## config.mk

```make
export PLATFORM = sky130hd
export DESIGN_NAME = acs_top
export DESIGN_NICKNAME = d
export VERILOG_FILES = /design/src/acs_pkg.sv /design/src/acs_top.sv /design/src/acs_sequencer.sv /design/src/acs_result_capture.sv
export VERILOG_INCLUDE_DIRS = /design/src
export SDC_FILE = /design/constraint.sdc
export NUM_CORES = 1
export LEC_CHECK = 0
export ABC_AREA = 1
export BUFFER_PORTS_ARGS = -buffer_cell sky130_fd_sc_hd__buf_2
export CAP_MARGIN = 25
export CORE_MARGIN = 1.5
export CORE_UTILIZATION = 44
export CTS_CLUSTER_DIAMETER = 50
export DETAILED_ROUTE_END_ITERATION = 16
export GPL_TIMING_DRIVEN = 0
export PLACE_DENSITY = 0.73
export SYNTH_ARGS = -nofsm -noshare
export SYNTH_HDL_FRONTEND = slang
export SYNTH_SLANG_ARGS = --single-unit
```

## constraint.sdc

```tcl
create_clock -name aclk -period 1.36 [get_ports aclk]
set_clock_uncertainty 0.1 [all_clocks]
set_input_delay 0.136 -clock aclk [delete_from_list [all_inputs] [get_ports aclk]]
set_output_delay 0.136 -clock aclk [all_outputs]
set_load 0.02 [all_outputs]
```

## src/acs_map.svh

```systemverilog
// Register offsets, field positions, reset values and timing counts of the converter block.
`ifndef ACS_MAP_SVH
`define ACS_MAP_SVH
`define ACS_IDX_RESULT        8'h70
`define ACS_IDX_CSR           8'h71
`define ACS_IDX_IRQ_STATUS    8'h72
`define ACS_IDX_IRQ_MASK      8'h73
`define ACS_ADDR_RESULT       12'h1C0
`define ACS_ADDR_CSR          12'h1C4
`define ACS_ADDR_IRQ_STATUS   12'h1C8
`define ACS_ADDR_IRQ_MASK     12'h1CC
`define ACS_BIT_DONE          7
`define ACS_BIT_RSV6          6
`define ACS_BIT_POWER         5
`define ACS_BIT_RSV4          4
`define ACS_BIT_RSV3          3
`define ACS_SEL_HI            2
`define ACS_SEL_LO            0
`define ACS_RESET_BYTE        8'h00
`define ACS_IRQ_DONE_BIT      0
`define ACS_CONV_CYCLES       64
`define ACS_SAMPLE_CYCLES     32
`define ACS_CNT_LAST          6'h3F
`define ACS_CNT_SAMPLE_LAST   6'h1F
`define ACS_RESP_OKAY         2'h0
`define ACS_RESP_SLVERR       2'h2
`define ACS_WSTRB_LOW         0
`endif

```

## src/acs_pkg.sv

```systemverilog
// Types shared by the converter control files.
package acs_pkg;
    typedef enum logic [1:0] {
        ACS_IDLE,
        ACS_SAMPLE,
        ACS_CONVERT
    } acs_state_t;
endpackage

```

## src/acs_top.sv

```systemverilog
// Converter control and status logic with an AXI4-Lite register port.
//
// Register access over AXI4-Lite was chosen for this implementation.
`timescale 1ns/1ps
`include "acs_map.svh"
// Summary of operation
// - Done flag bit 7 sets on completion; cleared by result read or control write.
// - Power bit 5 written by software; zero switches converter off, one on.
// - Reserved bit 4 always reads zero.
// - Selector bits 2:0 route input 0 to 7 to the converter.
// - Eight-bit read-only result register spanning 00h to FFh.
// - Reset clears control and result registers: off, input 0, flag clear.
// - While powered, conversions repeat back to back on the selected input.
// - Control write aborts conversion, clears flag, starts a fresh conversion when it sets power bit 5.
// - Each conversion takes 64 cycles including sampling; completion sets the interrupt status bit, driven onto irq when masked in.
module acs_top (
    input  wire logic        aclk,
    input  wire logic        aresetn,
    input  wire logic [11:0] s_axi_awaddr,
    input  wire logic [2:0]  s_axi_awprot,
    input  wire logic        s_axi_awvalid,
    output logic             s_axi_awready,
    input  wire logic [31:0] s_axi_wdata,
    input  wire logic [3:0]  s_axi_wstrb,
    input  wire logic        s_axi_wvalid,
    output logic             s_axi_wready,
    output logic [1:0]       s_axi_bresp,
    output logic             s_axi_bvalid,
    input  wire logic        s_axi_bready,
    input  wire logic [11:0] s_axi_araddr,
    input  wire logic [2:0]  s_axi_arprot,
    input  wire logic        s_axi_arvalid,
    output logic             s_axi_arready,
    output logic [31:0]      s_axi_rdata,
    output logic [1:0]       s_axi_rresp,
    output logic             s_axi_rvalid,
    input  wire logic        s_axi_rready,
    input  wire logic [7:0]  core_result,
    output logic             converter_power_on,
    output logic [2:0]       input_selector,
    output logic             sample_enable,
    output logic             irq
);
    logic [7:0]  control_status_reg;
    logic [7:0]  next_csr;
    logic        irq_status;
    logic        next_irq_status;
    logic        irq_mask;
    logic        next_irq_mask;
    logic        aw_held;
    logic        next_aw_held;
    logic [11:0] aw_addr;
    logic [11:0] next_aw_addr;
    logic        w_held;
    logic        next_w_held;
    logic [31:0] w_data;
    logic [31:0] next_w_data;
    logic [3:0]  w_strb;
    logic [3:0]  next_w_strb;
    logic        next_bvalid;
    logic [1:0]  next_bresp;
    logic        next_rvalid;
    logic [1:0]  next_rresp;
    logic [31:0] next_rdata;
    logic        next_awready;
    logic        next_wready;
    logic        next_arready;
    logic        next_irq;
    logic        next_sample_enable;
    logic        do_write;
    logic        do_read;
    logic        csr_write;
    logic        result_read;
    logic        seq_sampling;
    logic        seq_done;
    logic [7:0]  result;

    acs_sequencer acs_sequencer_i (
        .aclk       (aclk),
        .aresetn    (aresetn),
        .power_on   (control_status_reg[`ACS_BIT_POWER]),
        .restart    (csr_write),
        .sampling   (seq_sampling),
        .done_pulse (seq_done)
    );

    acs_result_capture acs_result_capture_i (
        .aclk        (aclk),
        .aresetn     (aresetn),
        .core_result (core_result),
        .capture     (seq_done),
        .result      (result)
    );

    // A write completes once both address and data are held and no response is pending.
    assign do_write    = aw_held && w_held && !s_axi_bvalid;
    assign do_read     = s_axi_arvalid && s_axi_arready;
    assign csr_write   = do_write && aw_addr == `ACS_ADDR_CSR && w_strb[`ACS_WSTRB_LOW];
    assign result_read = do_read && s_axi_araddr == `ACS_ADDR_RESULT;

    always_comb begin
        next_aw_held = aw_held;
        next_aw_addr = aw_addr;
        next_w_held  = w_held;
        next_w_data  = w_data;
        next_w_strb  = w_strb;
        next_bvalid  = s_axi_bvalid;
        next_bresp   = s_axi_bresp;
        if (s_axi_awvalid && s_axi_awready) begin
            next_aw_held = 1'b1;
            next_aw_addr = s_axi_awaddr;
        end
        if (s_axi_wvalid && s_axi_wready) begin
            next_w_held = 1'b1;
            next_w_data = s_axi_wdata;
            next_w_strb = s_axi_wstrb;
        end
        if (s_axi_bvalid && s_axi_bready) begin
            next_bvalid = 1'b0;
        end
        if (do_write) begin
            next_aw_held = 1'b0;
            next_w_held  = 1'b0;
            next_bvalid  = 1'b1;
            if (aw_addr == `ACS_ADDR_CSR || aw_addr == `ACS_ADDR_RESULT
                || aw_addr == `ACS_ADDR_IRQ_STATUS || aw_addr == `ACS_ADDR_IRQ_MASK) begin
                next_bresp = `ACS_RESP_OKAY;
            end else begin
                next_bresp = `ACS_RESP_SLVERR;
            end
        end
        next_awready = !next_aw_held && !next_bvalid;
        next_wready  = !next_w_held && !next_bvalid;
    end

    always_comb begin
        next_csr        = control_status_reg;
        next_irq_status = irq_status;
        next_irq_mask   = irq_mask;
        if (csr_write) begin
            next_csr[`ACS_BIT_POWER]              = w_data[`ACS_BIT_POWER];
            next_csr[`ACS_SEL_HI:`ACS_SEL_LO]     = w_data[`ACS_SEL_HI:`ACS_SEL_LO];
            next_csr[`ACS_BIT_RSV6]               = w_data[`ACS_BIT_RSV6];
            next_csr[`ACS_BIT_RSV3]               = w_data[`ACS_BIT_RSV3];
            next_csr[`ACS_BIT_DONE]               = 1'b0;
        end else if (result_read) begin
            next_csr[`ACS_BIT_DONE] = 1'b0;
        end
        // Completion wins over a same-cycle read clear; a same-cycle control write clears it.
        if (seq_done && !csr_write) begin
            next_csr[`ACS_BIT_DONE] = 1'b1;
        end
        next_csr[`ACS_BIT_RSV4] = 1'b0;
        if (do_write && aw_addr == `ACS_ADDR_IRQ_STATUS && w_strb[`ACS_WSTRB_LOW]
            && w_data[`ACS_IRQ_DONE_BIT]) begin
            next_irq_status = 1'b0;
        end
        if (do_write && aw_addr == `ACS_ADDR_IRQ_MASK && w_strb[`ACS_WSTRB_LOW]) begin
            next_irq_mask = w_data[`ACS_IRQ_DONE_BIT];
        end
        if (seq_done) begin
            next_irq_status = 1'b1;
        end
        next_irq = next_irq_status && next_irq_mask;
        next_sample_enable = seq_sampling && next_csr[`ACS_BIT_POWER];
    end

    always_comb begin
        next_rvalid  = s_axi_rvalid;
        next_rresp   = s_axi_rresp;
        next_rdata   = s_axi_rdata;
        if (s_axi_rvalid && s_axi_rready) begin
            next_rvalid = 1'b0;
        end
        if (do_read) begin
            next_rvalid = 1'b1;
            next_rresp  = `ACS_RESP_OKAY;
            next_rdata  = 32'h0000_0000;
            if (s_axi_araddr == `ACS_ADDR_RESULT) begin
                next_rdata[7:0] = result;
            end else if (s_axi_araddr == `ACS_ADDR_CSR) begin
                next_rdata[7:0] = control_status_reg;
            end else if (s_axi_araddr == `ACS_ADDR_IRQ_STATUS) begin
                next_rdata[`ACS_IRQ_DONE_BIT] = irq_status;
            end else if (s_axi_araddr == `ACS_ADDR_IRQ_MASK) begin
                next_rdata[`ACS_IRQ_DONE_BIT] = irq_mask;
            end else begin
                next_rresp = `ACS_RESP_SLVERR;
            end
        end
        next_arready = !next_rvalid;
    end

    always_ff @(posedge aclk) begin
        if (!aresetn) begin
            control_status_reg                <= `ACS_RESET_BYTE;
            irq_status         <= 1'b0;
            irq_mask           <= 1'b0;
            aw_held            <= 1'b0;
            aw_addr            <= 12'h000;
            w_held             <= 1'b0;
            w_data             <= 32'h0000_0000;
            w_strb             <= 4'h0;
            s_axi_awready      <= 1'b0;
            s_axi_wready       <= 1'b0;
            s_axi_bvalid       <= 1'b0;
            s_axi_bresp        <= `ACS_RESP_OKAY;
            s_axi_arready      <= 1'b0;
            s_axi_rvalid       <= 1'b0;
            s_axi_rresp        <= `ACS_RESP_OKAY;
            s_axi_rdata        <= 32'h0000_0000;
            converter_power_on <= 1'b0;
            input_selector     <= 3'h0;
            sample_enable      <= 1'b0;
            irq                <= 1'b0;
        end else begin
            control_status_reg                <= next_csr;
            irq_status         <= next_irq_status;
            irq_mask           <= next_irq_mask;
            aw_held            <= next_aw_held;
            aw_addr            <= next_aw_addr;
            w_held             <= next_w_held;
            w_data             <= next_w_data;
            w_strb             <= next_w_strb;
            s_axi_awready      <= next_awready;
            s_axi_wready       <= next_wready;
            s_axi_bvalid       <= next_bvalid;
            s_axi_bresp        <= next_bresp;
            s_axi_arready      <= next_arready;
            s_axi_rvalid       <= next_rvalid;
            s_axi_rresp        <= next_rresp;
            s_axi_rdata        <= next_rdata;
            converter_power_on <= next_csr[`ACS_BIT_POWER];
            input_selector     <= next_csr[`ACS_SEL_HI:`ACS_SEL_LO];
            sample_enable      <= next_sample_enable;
            irq                <= next_irq;
        end
    end
endmodule

```

## src/acs_sequencer.sv

```systemverilog
// Conversion sequencer: a 64-cycle sample and approximation loop.
`timescale 1ns/1ps
`include "acs_map.svh"
module acs_sequencer (
    input  wire logic       aclk,
    input  wire logic       aresetn,
    input  wire logic       power_on,
    input  wire logic       restart,
    output logic            sampling,
    output logic            done_pulse
);
    acs_pkg::acs_state_t state;
    acs_pkg::acs_state_t next_state;
    logic [5:0]          count;
    logic [5:0]          next_count;
    logic                next_done_pulse;

    always_comb begin
        next_state      = state;
        next_count      = count;
        next_done_pulse = 1'b0;
        if (!power_on) begin
            next_state = acs_pkg::ACS_IDLE;
            next_count = 6'h00;
        end else if (restart || state == acs_pkg::ACS_IDLE) begin
            next_state = acs_pkg::ACS_SAMPLE;
            next_count = 6'h00;
        end else begin
            next_count = count + 6'h01;
            case (state)
                acs_pkg::ACS_SAMPLE: begin
                    if (count == `ACS_CNT_SAMPLE_LAST) begin
                        next_state = acs_pkg::ACS_CONVERT;
                    end
                end
                acs_pkg::ACS_CONVERT: begin
                    if (count == `ACS_CNT_LAST) begin
                        next_state      = acs_pkg::ACS_SAMPLE;
                        next_count      = 6'h00;
                        next_done_pulse = 1'b1;
                    end
                end
                default: begin
                    next_state = acs_pkg::ACS_IDLE;
                end
            endcase
        end
    end

    always_ff @(posedge aclk) begin
        if (!aresetn) begin
            state      <= acs_pkg::ACS_IDLE;
            count      <= 6'h00;
            done_pulse <= 1'b0;
        end else begin
            state      <= next_state;
            count      <= next_count;
            done_pulse <= next_done_pulse;
        end
    end

    assign sampling = (state == acs_pkg::ACS_SAMPLE);
endmodule

```

## src/acs_result_capture.sv

```systemverilog
// Synchronises the converter core's result byte and latches it at each completion.
`timescale 1ns/1ps
`include "acs_map.svh"
module acs_result_capture (
    input  wire logic       aclk,
    input  wire logic       aresetn,
    input  wire logic [7:0] core_result,
    input  wire logic       capture,
    output logic [7:0]      result
);
    logic [7:0] sync_a;
    logic [7:0] sync_b;
    logic [7:0] next_result;

    always_comb begin
        next_result = capture ? sync_b : result;
    end

    always_ff @(posedge aclk) begin
        if (!aresetn) begin
            sync_a <= `ACS_RESET_BYTE;
            sync_b <= `ACS_RESET_BYTE;
            result <= `ACS_RESET_BYTE;
        end else begin
            sync_a <= core_result;
            sync_b <= sync_a;
            result <= next_result;
        end
    end
endmodule

```

==> run metrics <==
failing checks setup timing; Vias per Instance 4.43; final hold vios 0; register area share after synthesis 47.8%; H-tree depth 3; Biggest register aw_addr; Sw Pwr 1.18 mW; Seq pwr share 48.1%; HP Class input port to flip-flop; final worst setup slack -29.6 ps; share of total power in combinational logic 11.1%; origin of the worst setup path w_held; GPL Wtd Cong 0.841; Placed Cells 635; largest area contributor in the netlist dfxtp_1; count leader, synth nor2_1; Int Power 3.95 mW; Net Sw Frac 23.0%; crit path DAT 1510 ps; fraction of layout cells with a size suffix above 1 31.4%; TritonCTS clock tree built; Fin Hold WS 5.74 ps; CP endpoint kind flip-flop; dpl hpwl 5130 microns; Max FO, Critical Path 8; PwrDens 1100 nW/um^2; die area 8150 sq um; Slew Viols, Final 0; grt total ovfl 0; Die Wd 90.3 microns; clock sink count 80; synth unique cells 28; vias in the first global route 2,917; fin area 4650 sq um; post-layout util 63.8%; synth warn 0; Post-synth ARST share 0%; RSZ-0062 raised after global routing yes; R2R depth 7; Avg Inst Size Synth 7.53 sq um; Worst EP required 1480 ps; Worst Tran Pin Value 516 ps; initial drt markers 132; top cells by count, synth nor2_1, dfxtp_1, nand2_1; # nets final 670; Max VDD drop 0.633 mV; die span in y 90.3 microns; TritonRoute pass-1 iters 6; Largest register FFs 12; Post-Syn Instances 445; drt drc 0; Final Total Pwr 5.13 mW; r2r setup slk -30 ps; WL/cell 10.7 microns; total of max-cap violations 0; filler-free cell count of the finished design 692; clock-pin slew on the worst setup and hold paths 80 ps; highest clock rate 0.720 GHz; clock buffer depth 2; later-pin clock latency in the skew report 340 ps; Cell Area, Synth 3350 sq um; capturing point of the worst reg2reg path acs_sequencer_i.count[5]; CORE AREA 7290 sq um; dpl ws -175 ps; Detail Route Antenna Nets 0; vias post-DR 3,068; initial antenna violation count 0; status finished with violations; min-delay src s_axi_wdata[0]; fin crit share 102%; largest net degree at the start of global routing 14; Syn-to-layout area delta 38.9%; hold endpoint w_data[0]; placed cell areas 3900 sq um; Port Buf Inserts 66; FF-to-FF Start w_held; Rel. slew slack 65.6%; kind of critical path flip-flop to flip-flop; final setup fails 13; EDFF count, synth 0; min cycle time layout 1390 ps; TritonCTS buffer count 9; first-pass GRT wire length 12,300 microns; Hold Path Stages 3; initial core utilization 46.0%; Yosys reg bits 80; Final TNS setup -189 ps; Clock power frac 40.8%; Rows 31; GRT Overall Usage 18.5%; final wirelength 7420 microns; leakage power 2.30 nW; crit start category flip-flop; post-synth top area share 47.8%; ranking of synthesized cells by area dfxtp_1, nor2_1, nand2_1; most common flop cell mapped by yosys dfxtp_1; Root Driver clkbuf_8; n_diodes 0; # IOs 128
[placed cells by master (no fill, tap or decap), types with 2 or more instances in the layout]
master / count
a21oi_1: 16
a21oi_2: 2
buf_2: 68
buf_4: 42
buf_6: 2
bufinv_16: 3
clkbuf_1: 8
clkbuf_2: 2
clkbuf_8: 10
conb_1: 26
dfxtp_1: 73
dfxtp_2: 6
dlygate4sd3_1: 26
inv_1: 55
inv_2: 12
nand2_1: 61
nand2_2: 4
nand2_4: 4
nand3_1: 12
nand3_2: 3
nand3_4: 3
nand4_1: 3
nor2_1: 77
nor2_2: 6
nor2_4: 8
nor3_1: 5
nor3_2: 2
nor3_4: 2
o21ai_0: 28
o21ai_1: 10
o21ai_2: 3
xor2_1: 2
[repair_timing]
action | CTS | global route
endpoints found under the hold margin | 26 | 0
hold buffers | 26 | 0
gates resized for setup | 16 | 24
pin swaps | 6 | 25
endpoints found under the setup margin | 22 | 38
buffers inserted | 10 | 5
[critical path: stages, from the launching register on]
cell,delay (ps)
dfxtp_2,350
inv_2,50
nor2_4,100
nand2_4,80
nor3_4,240
nand2_4,140
nand3_4,160
nor3_1,60
[layout make-up]
| class | count | area (sq um) |
|---|---|---|
| timing repair buffer | 107 | 711 |
| tap | 99 | 124 |
| clock buffer | 11 | 141 |
| multi-input combinational | 283 | 1450 |
| clock inverter | 5 | 104 |
| sequential | 80 | 1610 |
| inverter | 67 | 251 |
| buffer | 40 | 264 |
| fill | 660 | 2640 |
[worst max path at each step]
stage	cells past startpoint	slack [ps]	endpoint
global route	7	-100	acs_sequencer_i.done_pulse
CTS	6	-20	acs_sequencer_i.count[0]
finish	7	-30	acs_sequencer_i.count[5]
detailed placement	6	-170	acs_sequencer_i.count[3]
global placement	6	-90	acs_sequencer_i.count[3]
floorplan	6	20	acs_sequencer_i.count[3]
[layer usage]
| layer | global-route usage [%] | up-vias | part of all wire [%] |
|---|---|---|---|
| li1 | - | 1607 | - |
| met1 | 21.8 | 1367 | 45 |
| met2 | 32.8 | 84 | 49 |
| met3 | 3.54 | 10 | 4.4 |
| met4 | 7.67 | 0 | 1.6 |
| met5 | 0 | - | 0 |
[power by group through the flow]
stage | logic (mW) | clock network [mW] | registers, mW
global route | 0.633 | 2.22 | 2.48
detailed placement | 0.473 | 0 | 2.52
CTS | 0.549 | 2.12 | 2.47
floorplan | 0.323 | 0 | 2.53
global placement | 0.464 | 0 | 2.52
finish | 0.569 | 2.09 | 2.47
[cell families (layout without fill, tap and decap cells)]
kind of cell | Yosys count | in the layout | share of synthesized area (%)
xor+xnor | 3 | 3 | 0.784
buf+inv | 107 | 230 | 15.3
compound gates | 62 | 62 | 9.45
other cells | 1 | 26 | 0.112
fa+ha+maj | 1 | 1 | 0.373
flops | 80 | 80 | 47.8
simple gates | 191 | 191 | 26.2
No activity file was read; power rests on OpenSTA's default activity.
